[src/srs_pkg.sv]
// Package for the reset and bus-clock sequencer: register map, fields,
// timing counts, state codes and carrier structs.
// Assumes the core clock is the oscillator reference at 125 MHz.
package srs_pkg;

	// ----------------------------------------------------------------
	// Register indices (byte address = 4 * index)
	// ----------------------------------------------------------------
	localparam logic [15:0] IDX_RESET_CAUSE   = 16'hFE01;
	localparam logic [15:0] IDX_CLOCK_CTRL    = 16'hFE02;
	localparam logic [15:0] IDX_BREAK_FLAG    = 16'hFE03;
	localparam logic [15:0] IDX_IRQ_ONE       = 16'hFE04;
	localparam logic [15:0] IDX_IRQ_TWO       = 16'hFE05;
	localparam logic [15:0] IDX_IRQ_THREE     = 16'hFE06;

	// ----------------------------------------------------------------
	// Field positions and reset values
	// ----------------------------------------------------------------
	localparam int CAUSE_POR     = 7;
	localparam int CAUSE_PIN     = 6;
	localparam int CAUSE_COP     = 5;
	localparam int CAUSE_ILOP    = 4;
	localparam int CAUSE_ILAD    = 3;
	localparam int CAUSE_MONITOR_ENTRY_RESET  = 2;
	localparam int CAUSE_LVI     = 1;
	localparam int CTRL_PLL_SEL  = 0;
	localparam int CTRL_SSR      = 1;
	localparam int BFC_CLR_EN    = 7;
	localparam logic [7:0] CAUSE_RESET = 8'h00;
	localparam logic [7:0] REG8_RESET  = 8'h00;

	// ----------------------------------------------------------------
	// Timing in oscillator reference cycles
	// ----------------------------------------------------------------
	localparam logic [12:0] POR_WAIT_CYC   = 13'h1000; // 4096
	localparam logic [12:0] PIN_DRIVE_CYC  = 13'h0020; // 32
	localparam logic [12:0] INTERNAL_RESET_HOLD_CYC  = 13'h0020; // 32
	localparam logic [12:0] PIN_MASK_CYC   = 13'h0003; // Sync lag after own drive
	localparam logic [12:0] PIN_MIN_CYC    = 13'h0043; // 67
	localparam int          PIN_POR_CYC    = 4163;
	localparam logic [11:0] STOP_LONG_END  = 12'hFFF;  // 4096 cycles
	localparam logic [11:0] STOP_SHORT_END = 12'h01F;  // 32 cycles
	localparam logic [1:0]  BUS_DIV_END    = 2'h3;     // Divide by four
	localparam logic [15:0] VEC_USER       = 16'hFFFE;
	localparam logic [15:0] VEC_MONITOR    = 16'hFEFE;

	// ----------------------------------------------------------------
	// Sequencer states, Gray along reset -> run -> stop
	// ----------------------------------------------------------------
	typedef enum logic [2:0] {
		ST_POR_WAIT  = 3'h0,
		ST_PIN_LOW   = 3'h1,
		ST_INTERNAL_RESET_HOLD = 3'h3,
		ST_RUN       = 3'h2,
		ST_STOP      = 3'h6,
		ST_STOP_REC  = 3'h7,
		ST_WAIT      = 3'h5,
		ST_EXT_HOLD  = 3'h4
	} srs_state_t;

	// ----------------------------------------------------------------
	// Carriers
	// ----------------------------------------------------------------
	typedef struct packed {
		logic power_on_pulse;
		logic low_voltage_detector;
		logic illegal_opcode;
		logic illegal_address;
		logic monitor_entry_reset;
	} srs_src_t;

	typedef struct packed {
		logic clock_gen_out;
		logic cpu_tick;
		logic periph_tick;
		logic pll_selected;
	} srs_clk_t;

endpackage

[src/srs_sequencer.sv]
// Reset and bus-clock sequencer with its AHB-Lite register slave.
// Assumes i_core_clk is the oscillator reference; the PLL clock arrives as
// a same-domain tick; the reset pin and watchdog request are asynchronous.
//
// Behaviour
// - bus clock tick is oscillator or PLL tick divided by four.
// - power-on or low voltage holds clocks off 4096 cycles, pin low.
// - stop exit waits 4096 or 32 counter cycles before clocks resume.
// - wait mode stops CPU ticks, peripheral ticks keep running.
// - every reset asserts internal reset and presents the reset vector.
// - internal reset returns all registers except the reset cause register to default values.
// - internal sources clear the system counter; the pin does not.
// - each reset source sets its own cause bit.
// - reset aborts at once and selects oscillator divided by four.
// - reset pin held low halts all processing while low.
// - pin cause set after 4163 or 67 low cycles, no other source.
// - internal reset drives pin 32 cycles, holds reset 32 more.
// - power-on or low voltage first counts 4096 with pin low.
// - watchdog request is synchronised, no clock alignment assumed.
// - power-on holds pin for 4096 plus 32, releases 32 later.
// - power-on pulse asserts internal reset, enables clock generator.
// - power-on sets the power-on cause bit.
// - system counter is twelve bits; overflow clocks the watchdog.
// - short stop recovery option selects 32 instead of 4096 cycles.
`timescale 1ns/10ps

module srs_sequencer #(
	parameter int P_PIN_POR_CYC = srs_pkg::PIN_POR_CYC
) (
	input  wire logic              i_core_clk,         // Oscillator reference
	input  wire logic              i_rst,              // Async reset, high
	// AHB-Lite slave
	input  wire logic              hsel,               // Slave select
	input  wire logic [31:0]       haddr,              // Byte address
	input  wire logic [1:0]        htrans,             // Transfer type
	input  wire logic              hwrite,             // Write when high
	input  wire logic [2:0]        hsize,              // Word only
	input  wire logic [31:0]       hwdata,             // Write data
	input  wire logic              hready,             // Bus ready
	output logic                   hreadyout,          // Always ready
	output logic [31:0]            hrdata,             // Read data
	output logic                   hresp,              // Always OKAY
	// Reset sources and pin
	input  wire srs_pkg::srs_src_t i_src,              // Synchronous sources
	input  wire logic              i_watchdog_timeout, // Async request
	input  wire logic              i_rst_pin_n,        // Pin level in
	output logic                   o_rst_pin_o,        // Pin drive value
	output logic                   o_rst_pin_oe,       // Pin drive enable
	// Core side
	input  wire logic              i_monitor_mode,     // Monitor vector
	input  wire logic              i_pll_clock_tick,   // PLL rate tick
	input  wire logic              i_stop_req,         // Enter stop, pulse
	input  wire logic              i_wait_req,         // Enter wait, pulse
	input  wire logic              i_wake,             // Interrupt wake
	input  wire logic [19:0]       i_irq_pending,      // Pending sources
	output logic                   o_internal_reset,   // Module reset
	output logic                   o_vector_fetch,     // Vector fetch pulse
	output logic [15:0]            o_reset_vector,     // Vector address
	output srs_pkg::srs_clk_t      o_clk,              // Clock enables
	output logic                   o_cop_clk,          // Counter overflow
	output logic                   o_break_flag_clear_enable // Break control
);

	// ----------------------------------------------------------------
	// Synchronisers
	// ----------------------------------------------------------------
	logic [1:0] pin_sync;
	logic [1:0] cop_sync;
	logic       pin_low;
	logic       cop_req;

	always_ff @(posedge i_core_clk or posedge i_rst) begin
		if (i_rst) begin
			pin_sync <= 2'h3;
			cop_sync <= 2'h0;
		end else begin
			pin_sync <= {pin_sync[0], i_rst_pin_n};
			cop_sync <= {cop_sync[0], i_watchdog_timeout};
		end
	end

	assign pin_low = ~pin_sync[1];
	assign cop_req = cop_sync[1];

	// ----------------------------------------------------------------
	// Source decode
	// ----------------------------------------------------------------
	logic any_int;
	logic por_lvi;

	assign por_lvi = i_src.power_on_pulse | i_src.low_voltage_detector;
	assign any_int = por_lvi | i_src.illegal_opcode | i_src.illegal_address
		| i_src.monitor_entry_reset | cop_req;

	// ----------------------------------------------------------------
	// Sequencer
	// ----------------------------------------------------------------
	srs_pkg::srs_state_t state;
	srs_pkg::srs_state_t next_state;
	logic [12:0]         seq_cnt;
	logic [12:0]         next_seq_cnt;
	logic                por_path;
	logic                next_por_path;
	logic                vec_pulse;
	logic                next_vec_pulse;
	logic [11:0]         sys_cnt;
	logic [11:0]         next_sys_cnt;
	logic                cop_tick;
	logic                next_cop_tick;
	logic                stop_short;

	always_comb begin
		next_state     = state;
		next_seq_cnt   = seq_cnt + 13'h0001;
		next_por_path  = por_path;
		next_vec_pulse = 1'b0;
		if (any_int) begin
			// Aborts whatever runs, from any state
			next_state    = por_lvi ? srs_pkg::ST_POR_WAIT : srs_pkg::ST_PIN_LOW;
			next_seq_cnt  = 13'h0000;
			next_por_path = por_path | por_lvi;
		end else begin
			unique case (state)
				srs_pkg::ST_POR_WAIT: begin
					if (seq_cnt == srs_pkg::POR_WAIT_CYC - 13'h0001) begin
						next_state   = srs_pkg::ST_PIN_LOW;
						next_seq_cnt = 13'h0000;
					end
				end
				srs_pkg::ST_PIN_LOW: begin
					if (seq_cnt == srs_pkg::PIN_DRIVE_CYC - 13'h0001) begin
						next_state   = srs_pkg::ST_INTERNAL_RESET_HOLD;
						next_seq_cnt = 13'h0000;
					end
				end
				srs_pkg::ST_INTERNAL_RESET_HOLD: begin
					// Own drive still visible through the synchroniser early on
					if (pin_low && seq_cnt >= srs_pkg::PIN_MASK_CYC) begin
						next_state = srs_pkg::ST_EXT_HOLD;
					end else if (seq_cnt == srs_pkg::INTERNAL_RESET_HOLD_CYC - 13'h0001) begin
						next_state     = srs_pkg::ST_RUN;
						next_vec_pulse = 1'b1;
						next_por_path  = 1'b0;
					end
				end
				srs_pkg::ST_EXT_HOLD: begin
					if (!pin_low) begin
						next_state   = srs_pkg::ST_INTERNAL_RESET_HOLD;
						next_seq_cnt = srs_pkg::PIN_MASK_CYC;
					end
				end
				srs_pkg::ST_RUN: begin
					if (pin_low) begin
						next_state = srs_pkg::ST_EXT_HOLD;
					end else if (i_stop_req) begin
						next_state = srs_pkg::ST_STOP;
					end else if (i_wait_req) begin
						next_state = srs_pkg::ST_WAIT;
					end
				end
				srs_pkg::ST_WAIT: begin
					if (pin_low) begin
						next_state = srs_pkg::ST_EXT_HOLD;
					end else if (i_wake) begin
						next_state = srs_pkg::ST_RUN;
					end
				end
				srs_pkg::ST_STOP: begin
					if (pin_low) begin
						next_state = srs_pkg::ST_EXT_HOLD;
					end else if (i_wake) begin
						next_state = srs_pkg::ST_STOP_REC;
					end
				end
				srs_pkg::ST_STOP_REC: begin
					if (pin_low) begin
						next_state = srs_pkg::ST_EXT_HOLD;
					end else if (sys_cnt == (stop_short ? srs_pkg::STOP_SHORT_END
							: srs_pkg::STOP_LONG_END)) begin
						next_state = srs_pkg::ST_RUN;
					end
				end
			endcase
		end
	end

	// System counter: free running, cleared by internal sources, stop entry and wake from stop
	always_comb begin
		next_sys_cnt  = sys_cnt + 12'h001;
		next_cop_tick = (sys_cnt == 12'hFFF);
		if (any_int) begin
			next_sys_cnt  = 12'h000;
			next_cop_tick = 1'b0;
		end else if (state == srs_pkg::ST_RUN && i_stop_req) begin
			next_sys_cnt = 12'h000;
		end else if (state == srs_pkg::ST_STOP && next_state == srs_pkg::ST_STOP_REC) begin
			// Recovery delay counts from the wake, not from stop entry
			next_sys_cnt = 12'h000;
		end
	end

	always_ff @(posedge i_core_clk or posedge i_rst) begin
		if (i_rst) begin
			state     <= srs_pkg::ST_POR_WAIT;
			seq_cnt   <= 13'h0000;
			por_path  <= 1'b1;
			vec_pulse <= 1'b0;
			sys_cnt   <= 12'h000;
			cop_tick  <= 1'b0;
		end else begin
			state     <= next_state;
			seq_cnt   <= next_seq_cnt;
			por_path  <= next_por_path;
			vec_pulse <= next_vec_pulse;
			sys_cnt   <= next_sys_cnt;
			cop_tick  <= next_cop_tick;
		end
	end

	logic in_reset;
	assign in_reset = (state == srs_pkg::ST_POR_WAIT) || (state == srs_pkg::ST_PIN_LOW)
		|| (state == srs_pkg::ST_INTERNAL_RESET_HOLD) || (state == srs_pkg::ST_EXT_HOLD);

	// ----------------------------------------------------------------
	// Pin low measurement
	// ----------------------------------------------------------------
	logic [12:0] pin_cnt;
	logic [12:0] next_pin_cnt;
	logic        other_seen;
	logic        next_other_seen;
	logic        pin_cause;
	logic [12:0] pin_need;

	assign pin_need = por_path ? P_PIN_POR_CYC[12:0] : srs_pkg::PIN_MIN_CYC;

	always_comb begin
		next_pin_cnt    = pin_cnt;
		next_other_seen = other_seen;
		if (!pin_low) begin
			next_pin_cnt    = 13'h0000;
			next_other_seen = 1'b0;
		end else begin
			if (pin_cnt != 13'h1FFF) begin
				next_pin_cnt = pin_cnt + 13'h0001;
			end
			if (any_int && state == srs_pkg::ST_EXT_HOLD) begin
				next_other_seen = 1'b1;
			end
		end
	end

	always_ff @(posedge i_core_clk or posedge i_rst) begin
		if (i_rst) begin
			pin_cnt    <= 13'h0000;
			other_seen <= 1'b0;
		end else begin
			pin_cnt    <= next_pin_cnt;
			other_seen <= next_other_seen;
		end
	end

	// Judged on release of an externally held pin
	assign pin_cause = (state == srs_pkg::ST_EXT_HOLD) && !pin_low && !any_int
		&& (pin_cnt >= pin_need) && !other_seen;

	// ----------------------------------------------------------------
	// AHB-Lite slave
	// ----------------------------------------------------------------
	logic        wr_pend;
	logic        next_wr_pend;
	logic [15:0] wr_idx;
	logic [15:0] next_wr_idx;
	logic [31:0] next_hrdata;
	logic        acc;
	logic        wr_go;

	logic [7:0]  cause;
	logic [7:0]  next_cause;
	logic [7:0]  ctrl;
	logic [7:0]  next_ctrl;
	logic [7:0]  bfc;
	logic [7:0]  next_bfc;
	logic [19:0] irq_flag;
	logic        gen_en;
	logic        next_gen_en;

	function automatic logic [7:0] reg_read(input logic [15:0] idx);
		unique case (idx)
			srs_pkg::IDX_RESET_CAUSE: reg_read = cause;
			srs_pkg::IDX_CLOCK_CTRL:  reg_read = ctrl;
			srs_pkg::IDX_BREAK_FLAG:  reg_read = bfc;
			srs_pkg::IDX_IRQ_ONE:     reg_read = {irq_flag[5:0], 2'h0};
			srs_pkg::IDX_IRQ_TWO:     reg_read = irq_flag[13:6];
			srs_pkg::IDX_IRQ_THREE:   reg_read = {2'h0, irq_flag[19:14]};
			default:                  reg_read = 8'h00;
		endcase
	endfunction

	assign acc   = hsel && hready && htrans[1];
	assign wr_go = wr_pend && hready;

	always_comb begin
		next_wr_pend = wr_pend;
		next_wr_idx  = wr_idx;
		next_hrdata  = hrdata;
		if (hready) begin
			next_wr_pend = acc && hwrite;
			next_wr_idx  = haddr[17:2];
			if (acc && !hwrite) begin
				next_hrdata = {24'h000000, reg_read(haddr[17:2])};
			end
		end
	end

	always_ff @(posedge i_core_clk or posedge i_rst) begin
		if (i_rst) begin
			wr_pend <= 1'b0;
			wr_idx  <= 16'h0000;
			hrdata  <= 32'h00000000;
		end else begin
			wr_pend <= next_wr_pend;
			wr_idx  <= next_wr_idx;
			hrdata  <= next_hrdata;
		end
	end

	assign hreadyout = 1'b1;
	assign hresp     = 1'b0;

	// ----------------------------------------------------------------
	// Registers
	// ----------------------------------------------------------------
	always_comb begin
		next_cause = cause;
		next_ctrl  = ctrl;
		next_bfc   = bfc;
		if (wr_go && wr_idx == srs_pkg::IDX_RESET_CAUSE) begin
			next_cause = cause & ~hwdata[7:0];
		end
		if (wr_go && wr_idx == srs_pkg::IDX_CLOCK_CTRL) begin
			next_ctrl = {6'h00, hwdata[srs_pkg::CTRL_SSR], hwdata[srs_pkg::CTRL_PLL_SEL]};
		end
		if (wr_go && wr_idx == srs_pkg::IDX_BREAK_FLAG) begin
			next_bfc = {hwdata[srs_pkg::BFC_CLR_EN], 7'h00};
		end
		// Sets after clears so an event in a clearing write is kept
		if (i_src.power_on_pulse) begin
			next_cause = 8'h00;
			next_cause[srs_pkg::CAUSE_POR] = 1'b1;
		end
		next_cause[srs_pkg::CAUSE_LVI]    = next_cause[srs_pkg::CAUSE_LVI]
			| i_src.low_voltage_detector;
		next_cause[srs_pkg::CAUSE_COP]    = next_cause[srs_pkg::CAUSE_COP] | cop_req;
		next_cause[srs_pkg::CAUSE_ILOP]   = next_cause[srs_pkg::CAUSE_ILOP]
			| i_src.illegal_opcode;
		next_cause[srs_pkg::CAUSE_ILAD]   = next_cause[srs_pkg::CAUSE_ILAD]
			| i_src.illegal_address;
		next_cause[srs_pkg::CAUSE_MONITOR_ENTRY_RESET] = next_cause[srs_pkg::CAUSE_MONITOR_ENTRY_RESET]
			| i_src.monitor_entry_reset;
		next_cause[srs_pkg::CAUSE_PIN]    = next_cause[srs_pkg::CAUSE_PIN] | pin_cause;
		// Internal reset restores defaults; cause history survives it
		if (in_reset) begin
			next_ctrl = srs_pkg::REG8_RESET;
			next_bfc  = srs_pkg::REG8_RESET;
		end
		next_gen_en = gen_en | i_src.power_on_pulse;
	end

	always_ff @(posedge i_core_clk or posedge i_rst) begin
		if (i_rst) begin
			cause    <= srs_pkg::CAUSE_RESET;
			ctrl     <= srs_pkg::REG8_RESET;
			bfc      <= srs_pkg::REG8_RESET;
			irq_flag <= 20'h00000;
			gen_en   <= 1'b0;
		end else begin
			cause    <= next_cause;
			ctrl     <= next_ctrl;
			bfc      <= next_bfc;
			irq_flag <= in_reset ? 20'h00000 : i_irq_pending;
			gen_en   <= next_gen_en;
		end
	end

	assign stop_short = ctrl[srs_pkg::CTRL_SSR];

	// ----------------------------------------------------------------
	// Bus clock divider and gating
	// ----------------------------------------------------------------
	logic [1:0] div_cnt;
	logic [1:0] next_div_cnt;
	logic       src_tick;
	logic       bus_tick;
	srs_pkg::srs_clk_t next_clk;

	// PLL source only when selected; reset forces the oscillator
	assign src_tick = ctrl[srs_pkg::CTRL_PLL_SEL] ? i_pll_clock_tick : 1'b1;
	assign bus_tick = src_tick && (div_cnt == srs_pkg::BUS_DIV_END) && gen_en;

	always_comb begin
		next_div_cnt = src_tick ? div_cnt + 2'h1 : div_cnt;
		next_clk.clock_gen_out = next_gen_en;
		next_clk.pll_selected  = ctrl[srs_pkg::CTRL_PLL_SEL];
		// Gated by the next state so no tick leaks into a reset cycle
		next_clk.cpu_tick      = bus_tick && (next_state == srs_pkg::ST_RUN);
		next_clk.periph_tick   = bus_tick && ((next_state == srs_pkg::ST_RUN)
			|| (next_state == srs_pkg::ST_WAIT));
	end

	always_ff @(posedge i_core_clk or posedge i_rst) begin
		if (i_rst) begin
			div_cnt <= 2'h0;
			o_clk   <= '0;
		end else begin
			div_cnt <= next_div_cnt;
			o_clk   <= next_clk;
		end
	end

	// ----------------------------------------------------------------
	// Outputs
	// ----------------------------------------------------------------
	logic pin_drive;
	assign pin_drive = (state == srs_pkg::ST_POR_WAIT) || (state == srs_pkg::ST_PIN_LOW);

	assign o_rst_pin_o      = 1'b0;
	assign o_rst_pin_oe     = pin_drive;
	assign o_internal_reset = in_reset;
	assign o_vector_fetch   = vec_pulse;
	assign o_reset_vector   = i_monitor_mode ? srs_pkg::VEC_MONITOR : srs_pkg::VEC_USER;
	assign o_cop_clk        = cop_tick;
	assign o_break_flag_clear_enable = bfc[srs_pkg::BFC_CLR_EN];

endmodule

[config.mk]
export PLATFORM = sky130hd
export DESIGN_NAME = srs_sequencer
export DESIGN_NICKNAME = d
export VERILOG_FILES = /design/src/srs_pkg.sv /design/src/srs_sequencer.sv
export SDC_FILE = /design/constraint.sdc
export NUM_CORES = 1
export LEC_CHECK = 0
export ABC_AREA = 1
export CORE_MARGIN = 3
export CORE_UTILIZATION = 24
export CTS_BUF_LIST = sky130_fd_sc_hd__clkbuf_8
export DETAILED_ROUTE_END_ITERATION = 10
export DONT_BUFFER_PORTS = 1
export HOLD_SLACK_MARGIN = 0.08
export PLACE_DENSITY = 0.36
export SYNTH_ARGS = -nofsm -noshare
export SYNTH_HDL_FRONTEND = slang
export SYNTH_SLANG_ARGS = --single-unit
[constraint.sdc]
create_clock -name i_core_clk -period 10.8 [get_ports i_core_clk]
set_input_delay 2.16 -clock i_core_clk [delete_from_list [all_inputs] [get_ports i_core_clk]]
set_output_delay 2.16 -clock i_core_clk [all_outputs]
set_load 0.02 [all_outputs]
==> results of run 1 <==
## final cells by class
type / instances / share of cell area
Tap cell: 319 / 0.0645
Timing Repair Buffer: 1 / 0.00121
Inverter: 91 / 0.0556
Multi-Input combinational cell: 461 / 0.395
Clock buffer: 9 / 0.0200
Sequential cell: 111 / 0.449
Clock inverter: 7 / 0.0137
## logic make-up (layout without fill, tap and decap cells)
family                   count (synthesis)  in the layout  share of synthesized area
AND/OR/NAND/NOR                        319            319                      0.273
adder cells (fa/ha/maj)                  5              5                     0.0108
AO/OA/AOI/OAI                           67             67                     0.0635
flip-flops                             111            111                      0.480
other                                    2             42                    0.00130
buffers and inverters                  145            108                      0.124
XOR/XNOR                                16             16                     0.0242
multiplexers                            12             12                     0.0233
## power groups by stage
stage | Clock [mW] | Sequential (mW) | Combinational [mW]
finish | 0.262 | 0.436 | 0.0540
global route | 0.292 | 0.437 | 0.0619
CTS | 0.280 | 0.436 | 0.0552
detailed placement | 0 | 0.444 | 0.0552
global placement | 0 | 0.443 | 0.0544
floorplan | 0 | 0.441 | 0.0587
## registers in the layout, summed over array words and instances (netlist names), 3 cells and up
signal    count
seq_cnt      13
o_clk         4
pin_cnt      13
irq_flag     20
cause         8
hrdata        8
wr_idx       16
state         3
sys_cnt      12
## metrics by stage
stage	power, mW	cells
2_1_floorplan	0.500	717
3_3_place_gp	0.498	983
3_5_place_dp	0.499	983
4_1_cts	0.771	999
5_1_grt	0.792	999
6_report	0.752	999
## Yosys cell counts (3+ instances only)
master | n | area share
mux2_2 | 12 | 0.023
clkbuf_1 | 6 | 0.0039
inv_2 | 3 | 0.0019
nand3_2 | 5 | 0.0086
ha_1 | 5 | 0.011
nand2_1 | 108 | 0.070
a31oi_1 | 4 | 0.0043
nor2_1 | 72 | 0.047
nor4_2 | 4 | 0.0086
nor3b_1 | 3 | 0.0039
buf_4 | 43 | 0.056
or2_2 | 3 | 0.0032
inv_1 | 88 | 0.057
xnor2_1 | 4 | 0.0060
nor2_2 | 13 | 0.014
nand4_1 | 22 | 0.024
xor2_1 | 12 | 0.018
nand3_1 | 53 | 0.046
o21ai_0 | 26 | 0.022
o21ai_1 | 8 | 0.0069
buf_2 | 3 | 0.0026
dfstp_2 | 3 | 0.014
dfrtp_1 | 108 | 0.47
a21oi_1 | 20 | 0.017
nor3_1 | 18 | 0.016
nand2_2 | 6 | 0.0065
## per-layer routing
| layer | vias to the layer above | part of all wire | GRT usage |
|---|---|---|---|
| met5 | - | 0 | 0 |
| met4 | 0 | 0.011 | 0.0293 |
| met3 | 10 | 0.071 | 0.0405 |
| met2 | 92 | 0.49 | 0.189 |
| met1 | 1984 | 0.43 | 0.134 |
| li1 | 2097 | - | - |
## path summary, 6_finish.rpt
kind | to | startpoint | cells past startpoint
max | o_reset_vector[8] | i_monitor_mode | 1
min | cop_sync[1]$_DFF_PP0_ | cop_sync[0]$_DFF_PP0_ | 0
max reg2reg | sys_cnt[11]$_DFF_PP0_ | pin_sync[1]$_DFF_PP1_ | 9
min reg2reg | cop_sync[1]$_DFF_PP0_ | cop_sync[0]$_DFF_PP0_ | 0
max in group asynchronous | seq_cnt[11]$_DFF_PP0_ | i_rst | 2
min in group asynchronous | wr_idx[6]$_DFFE_PP0P_ | i_rst | 1
==> results.yml, run 1 <==
power_and_ir_drop:
  switching_share: 0.289
  p_seq_frac: 0.580
  p_comb_frac: 0.072
  p_clk_frac: 0.348
  power.switching_mw: 0.217
  ir_drop_uv: 66.6
  leakage_nw: 2.92
  power_density_mw_per_mm2: 121
  p_int_mw: 0.535
clock_network:
  ctsResizeCount: 0
  clk_latency_ps: 400
  tritoncts: "yes"
  cts_root_buf: "clkbuf_8"
  postCtsHoldBufs: 0
  postCtsSetupRepairBufs: 0
  cts.htree.levels: 3
  clk_pin_slew_worst_paths_ps: 120
  cts_sinks: 111
  clockBufferDepth: 2
  cts_buffers: 9
worst_setup_path:
  critPathCaptureType: "output pin"
  cp_top_family: "buffers and inverters"
  cp-start-kind: "primary input"
  cpPeakStageDelay_ps: 130
  path_cells: "inv_1"
  crit_path_max_fanout: 1
  cp.required_ps: 8640
  regToRegSetupSlack_ps: 8710
  arrival_ps: 2290
  critPathKind: "in -> out"
  crit_slowest_cell: "inv_1"
  cp_num_buf_inv: 1
sta:
  skew_ps: 20.5
  slew_viol_final: 0
  tightest_slew_ps: 1020
  fin_tns_setup_ps: 0
  fin_crit_ps: 4450
  setup_ws_ps: 6350
  whs_ps: 369
  max_slew_margin: 0.314
  rsz0062_at_grt: "false"
  finalCritPeriodShare: 0.412
  setup_viol: 0
  hold_viol: 0
  timing.fmax_ghz: 0.225
layout:
  fin_util: 0.262
  finalInstanceArea_mm2: 0.00619
  seq_area_mm2: 0.00278
  fill_cells: 2633
  syn2layout_area_growth_pct: 6.78
  num_antenna_cells: 0
  multi_input_area_mm2: 0.00245
  drive_above_1_share: 0.113
  layout_common_cells: "108 x nand2_1, 108 x dfrtp_1, 87 x inv_1, 72 x nor2_1, 53 x nand3_1"
  final_nets: 786
status:
  outcome: "finished, final reports clean"
route:
  num_vias: 4183
  drtAntennaViolNets: 0
  drtPass1Iterations: 4
  drt_iter0_drc: 212
  drt-total-wl_um: 14100
  viasPerCell: 4.19
  wl_per_cell_um: 14.1
  drc: 0
place:
  dp_hpwl_um: 10800
  io_buffer_count: 0
  gp_congestion: 0.813
  post-place-ws_ps: 6350
  post_dp_cell_area_mm2: 0.00598
die:
  die_area_mm2: 0.0260
  core_mm2: 0.0236
  initial_core_util: 0.245
  num_rows: 56
  die_w_um: 161
  pin_count: 166
  die_y_um: 161
yosys:
  yosysWarnings: 0
  yosysUniqueCellTypes: 46
  ys_ff_latch: 111
  synth.avg_cell_area_um2: 8.56
  ys_seq_area_frac: 0.480
  synthesis.instances: 677
  synth_edf_count: 0
  syn_area_mm2: 0.00580
  synthFlopType: "dfrtp_1"
  synthArstFlopShare: 1.00
flow_run:
  max_cap_viol_count: 0
grt:
  grt_antenna_before_repair: 0
  gr-total-overflow: 0
  grt_max_degree: 72
  grt_pass1_vias: 4196
  track_usage: 0.111
  grt_pass1_wl_um: 22700
worst_hold_path:
  hold_class: "reg -> reg"
No activity file was read; power rests on OpenSTA's default activity.
==> run 2: changes to the inputs <==
- PLACE_DENSITY: 0.36 -> 0.37
- clock period: 10.8 -> 3.9 ns (I/O delays scaled with it)
==> run 2 against run 1 <==
  * Hold slack worse by 7.2 ps
  * Final cell count increased by 0.20%
  * Largest cell class unchanged
  * Die area is the same
  * Core utilization up 0.090 points
  * Critical path type is now reg -> out
  * Largest power group unchanged
  * Power increased to 2.8 times the previous value
  * Via count up 2.3%
  * Global-route usage decreased by 0.055 points
  * Worst setup slack worse by 4900 ps
==> results.yml, run 2 (synthesis results as in run 1) <==
worst_hold_path:
  hold_class: "reg -> reg"
worst_setup_path:
  critPathCaptureType: "output pin"
  cp.required_ps: 3120
  arrival_ps: 1710
  critPathKind: "reg -> out"
  crit_path_max_fanout: 21
  cp-start-kind: "register"
die:
  core_mm2: 0.0236
  die_y_um: 161
  num_rows: 56
  pin_count: 166
  die_w_um: 161
  initial_core_util: 0.245
  die_area_mm2: 0.0260
route:
  drc: 0
  drtAntennaViolNets: 0
  met2WireLength_um: 6900
  drtPass1Iterations: 4
  num_vias: 4280
  drt_iter0_drc: 280
  drt-total-wl_um: 14300
  wl_per_cell_um: 14.3
  dr_wl_met3_um: 1000
  viasPerCell: 4.28
  maxUsedRoutingLayer: "met4"
  wl_met1_um: 6280
sta:
  rsz0062_at_grt: "false"
  whs_ps: 362
  tightest_slew_ps: 917
  max_slew_margin: 0.384
  setup_viol: 0
  fin_crit_ps: 2490
  skew_ps: 14.9
  hold_viol: 0
  finalCritPeriodShare: 0.639
  timing.fmax_ghz: 0.401
  slew_viol_final: 0
  fin_tns_setup_ps: 0
layout:
  fill_cells: 2564
  regMostFlops: "irq_flag"
  top_regs: "irq_flag: 20 flops, wr_idx: 16 flops"
  num_antenna_cells: 0
  multi_input_area_mm2: 0.00245
  layout_common_cells: "108 x nand2_1, 108 x dfrtp_1, 87 x inv_1, 72 x nor2_1, 53 x nand3_1"
  final_nets: 788
  instances_no_fill: 1001
  finalInstanceArea_mm2: 0.00621
  largest_reg_flops: 20
  drive_above_1_share: 0.116
  syn2layout_area_growth_pct: 7.15
  seq_area_mm2: 0.00278
clock_network:
  cts_buffers: 9
  cts_sinks: 111
  postCtsSetupRepairBufs: 0
  clk_latency_ps: 390
  ctsResizeCount: 0
  cts_root_buf: "clkbuf_8"
  postCtsHoldBufs: 0
  tritoncts: "yes"
  cts.htree.levels: 3
  clk_pin_slew_worst_paths_ps: 120
  clockBufferDepth: 2
power_and_ir_drop:
  power.switching_mw: 0.594
  leakage_nw: 2.92
  p_seq_frac: 0.582
  p_comb_frac: 0.073
  power_density_mw_per_mm2: 334
  p_int_mw: 1.48
  ir_drop_uv: 139
  switching_share: 0.286
  p_clk_frac: 0.345
grt:
  track_usage: 0.111
  grt_antenna_before_repair: 0
  gr-total-overflow: 0
  grt_pass1_wl_um: 22900
  grt_max_degree: 63
  grt_pass1_vias: 4262
place:
  dp_hpwl_um: 11100
  placed_cells: 985
  gp_congestion: 0.767
  io_buffer_count: 0
  post_dp_cell_area_mm2: 0.00601
flow_run:
  max_cap_viol_count: 0
status:
  outcome: "finished, final reports clean"
[run 2: cell count changes in the layout (fill, tap and decap cells not counted), sizes merged]
| cell | previous run | this run |
|---|---|---|
| buf | 1 | 3 |
| clkinv | 4 | 3 |
| clkinvlp | 0 | 1 |
[run 2: layout make-up]
class                   instances  area share
clock buffers                   9      0.0199
clock inverters                 7      0.0127
inverters                      91      0.0554
multi-input cells             461       0.394
flip-flops and latches        111       0.448
well taps                     319      0.0643
repair buffers                  3     0.00564
[run 2: metrics by stage]
step	worst slack, ps	utilization	total power [mW]
floorplan	194	-	1.38
global placement	1360	0.254	1.38
detailed placement	1370	0.254	1.38
CTS	1370	0.263	2.12
global route	1280	0.263	2.19
finish	1410	0.263	2.07
[run 2: layer usage]
| metal | global-route usage | up-vias |
|---|---|---|
| met4 | 0.0219 | 0 |
| met1 | 0.136 | 2045 |
| met2 | 0.185 | 121 |
| met3 | 0.0433 | 11 |
| met5 | 0 | - |
| li1 | - | 2103 |
[run 2: worst max-delay path, stage by stage, from the launching register on]
cell     delay [ps]
dfrtp_1         550
inv_2           130
nand2_1         100
nand2_1         170
inv_1           100
buf_4           270
[run 2: worst paths after layout]
check                                      startpoint                      to  slack, ps  depth (start not counted)
worst max-delay path               state[0]$_DFF_PP0_        o_internal_reset       1410                          5
min in group asynchronous                       i_rst  wr_idx[13]$_DFFE_PP0P_        410                          1
worst max register to register  pin_sync[1]$_DFF_PP1_   sys_cnt[11]$_DFF_PP0_       1800                          9
worst min register to register  pin_sync[0]$_DFF_PP1_   pin_sync[1]$_DFF_PP1_        360                          0
worst min-delay path            pin_sync[0]$_DFF_PP1_   pin_sync[1]$_DFF_PP1_        360                          0
max in group asynchronous                       i_rst    por_path$_DFFE_PP1P_       2690                          2
[run 2: power groups by stage]
stage	sequential (mW)	combinational (mW)	clock, mW
global route	1.21	0.174	0.802
CTS	1.21	0.154	0.758
finish	1.21	0.151	0.714
global placement	1.23	0.151	0
detailed placement	1.23	0.154	0
floorplan	1.22	0.163	0
==> run 3: changes to the inputs <==
- clock period: 3.9 -> 2.15 ns (I/O delays scaled with it)
==> run 3 against run 2 <==
  * Count of clock-buffer cells in the layout unchanged
  * Clock skew down 0.94 ps
  * Wire length down 0.25%
  * Register-to-register slack worse by 1600 ps
  * Hold slack worse by 240 ps
  * Critical endpoint is now sys_cnt[9]$_DFF_PP0_
==> results.yml, run 3 (synthesis results as in run 1) <==
status:
  outcome: "finished, final reports clean"
die:
  die_y_um: 161
  die_area_mm2: 0.0260
  core_mm2: 0.0236
  num_rows: 56
  pin_count: 166
  die_w_um: 161
  initial_core_util: 0.245
sta:
  rsz0062_at_grt: "false"
  setup_ws_ps: 187
  timing.fmax_ghz: 0.509
  finalCritPeriodShare: 0.913
  fin_tns_setup_ps: 0
  hold_viol: 0
  max_slew_margin: 0.593
  fin_crit_ps: 1960
  slew_viol_final: 0
  setup_viol: 0
  skew_ps: 14.0
  tightest_slew_ps: 611
worst_setup_path:
  cp.required_ps: 2430
  rr_worst_depth: 13
  cp_common_cell: "nand2_1"
  path_cells: "ha_1 > nand3_2 > nor2_4 > nand2_4 > nor2_8 > nand3b_4 > nand2_1 > nand2_1 > nand2_1 > nand3_2 > nand2_2 > buf_4 > nor2_2"
  arrival_ps: 2240
  cp_top_family: "simple AND/OR/NAND/NOR gates"
  critPathKind: "reg -> reg"
  critPathCaptureType: "register"
  cp_num_buf_inv: 1
  crit_slowest_cell: "dfrtp_1"
  cp-start-kind: "register"
  crit_cells: 13
  crit_path_max_fanout: 6
  cpPeakStageDelay_ps: 380
route:
  wl_per_cell_um: 14.0
  num_vias: 4330
  drtAntennaViolNets: 0
  drt_iter0_drc: 199
  drc: 0
  drtPass1Iterations: 4
  viasPerCell: 4.25
  drt-total-wl_um: 14300
layout:
  final_common_cell: "nand2_1"
  fin_util: 0.270
  largest_reg_flops: 20
  top_regs: "irq_flag: 20 flops, wr_idx: 16 flops"
  drive_above_1_share: 0.132
  num_antenna_cells: 0
  final_nets: 805
  fill_cells: 2554
  syn2layout_area_growth_pct: 9.91
  finalInstanceArea_mm2: 0.00637
  layout_common_cells: "108 x nand2_1, 107 x dfrtp_1, 89 x inv_1, 72 x nor2_1, 53 x nand3_1"
  instances_no_fill: 1018
  regMostFlops: "irq_flag"
clock_network:
  cts.htree.levels: 3
  tritoncts: "yes"
  cts_sinks: 111
  clk_pin_slew_worst_paths_ps: 110
  postCtsSetupRepairBufs: 0
  clk_latency_ps: 380
  cts_buffers: 9
  cts_root_buf: "clkbuf_8"
  clockBufferDepth: 2
worst_hold_path:
  hold_depth: 1
  hold_class: "in -> reg"
grt:
  grt_pass1_wl_um: 23000
  track_usage: 0.111
  gr-total-overflow: 0
  grt_antenna_before_repair: 0
  grt_max_degree: 63
  grt_pass1_vias: 4314
place:
  post-place-ws_ps: 162
  gp_congestion: 0.824
  post_dp_cell_area_mm2: 0.00613
  dp_hpwl_um: 11200
  placed_cells: 999
  io_buffer_count: 0
power_and_ir_drop:
  leakage_nw: 3.02
  power.switching_mw: 0.978
  p_int_mw: 2.88
  p_clk_frac: 0.358
  p_comb_frac: 0.075
  p_seq_frac: 0.567
  ir_drop_uv: 228
  switching_share: 0.253
  power_density_mw_per_mm2: 606
flow_run:
  max_cap_viol_count: 0
==> run 3: changes by cell type in the layout (fill, tap and decap cells not counted), moves of 2 or more <==
cell / before / now
dlygate4sd3_1: 0 / 3
clkinv_8: 2 / 0
inv_8: 3 / 0
bufinv_16: 0 / 2
inv_1: 87 / 89
buf_4: 2 / 15
==> run 3: cell type report <==
class	count	area (µm²)	share of cell area
sequential	111	2780	0.437
clock buffer	9	124	0.0194
clock inverter	7	88.8	0.0139
multi-input combinational	461	2450	0.384
timing repair buffer	20	183	0.0287
tap	319	399	0.0627
inverter	91	345	0.0542
==> run 3: final timing paths <==
| check | from | slack (ps) | to |
|---|---|---|---|
| min | hready | 120 | wr_idx[3]$_DFFE_PP0P_ |
| max reg2reg | seq_cnt[0]$_DFF_PP0_ | 190 | sys_cnt[9]$_DFF_PP0_ |
| min reg2reg | pin_sync[0]$_DFF_PP1_ | 370 | pin_sync[1]$_DFF_PP1_ |
| max in group asynchronous | i_rst | 990 | irq_flag[4]$_DFF_PP0_ |
| max | seq_cnt[0]$_DFF_PP0_ | 190 | sys_cnt[9]$_DFF_PP0_ |
| min in group asynchronous | i_rst | 630 | pin_cnt[4]$_DFFE_PP0P_ |
==> run 3: metrics by stage <==
step / total power [mW] / hold WS (ps)
2_1_floorplan: 2.51 / 331
3_3_place_gp: 2.51 / 345
3_5_place_dp: 2.52 / 341
4_1_cts: 3.94 / 88.7
5_1_grt: 4.06 / 106
6_report: 3.86 / 122
==> run 3: per-layer routing <==
layer | global-route usage | routed length [µm] | part of all wire
met5 | 0 | 0 | 0
met4 | 0.0383 | 263 | 0.018
met3 | 0.0310 | 856 | 0.060
met2 | 0.187 | 6950 | 0.49
met1 | 0.135 | 6220 | 0.44
==> run 3: what timing repair did <==
action	CTS	global route
hold buffers	3	0
endpoints found under the setup margin	1	1
gates resized for setup	1	1
hold endpoints to repair	63	0
==> run 3: power groups by stage <==
stage                     Clock (mW)  Combinational (mW)  Sequential, mW
after CTS                       1.46               0.295            2.19
after detailed placement           0               0.289            2.23
final                           1.38               0.291            2.19
after global placement             0               0.286            2.23
after floorplan                    0               0.295            2.21
after global routing            1.54               0.332            2.20
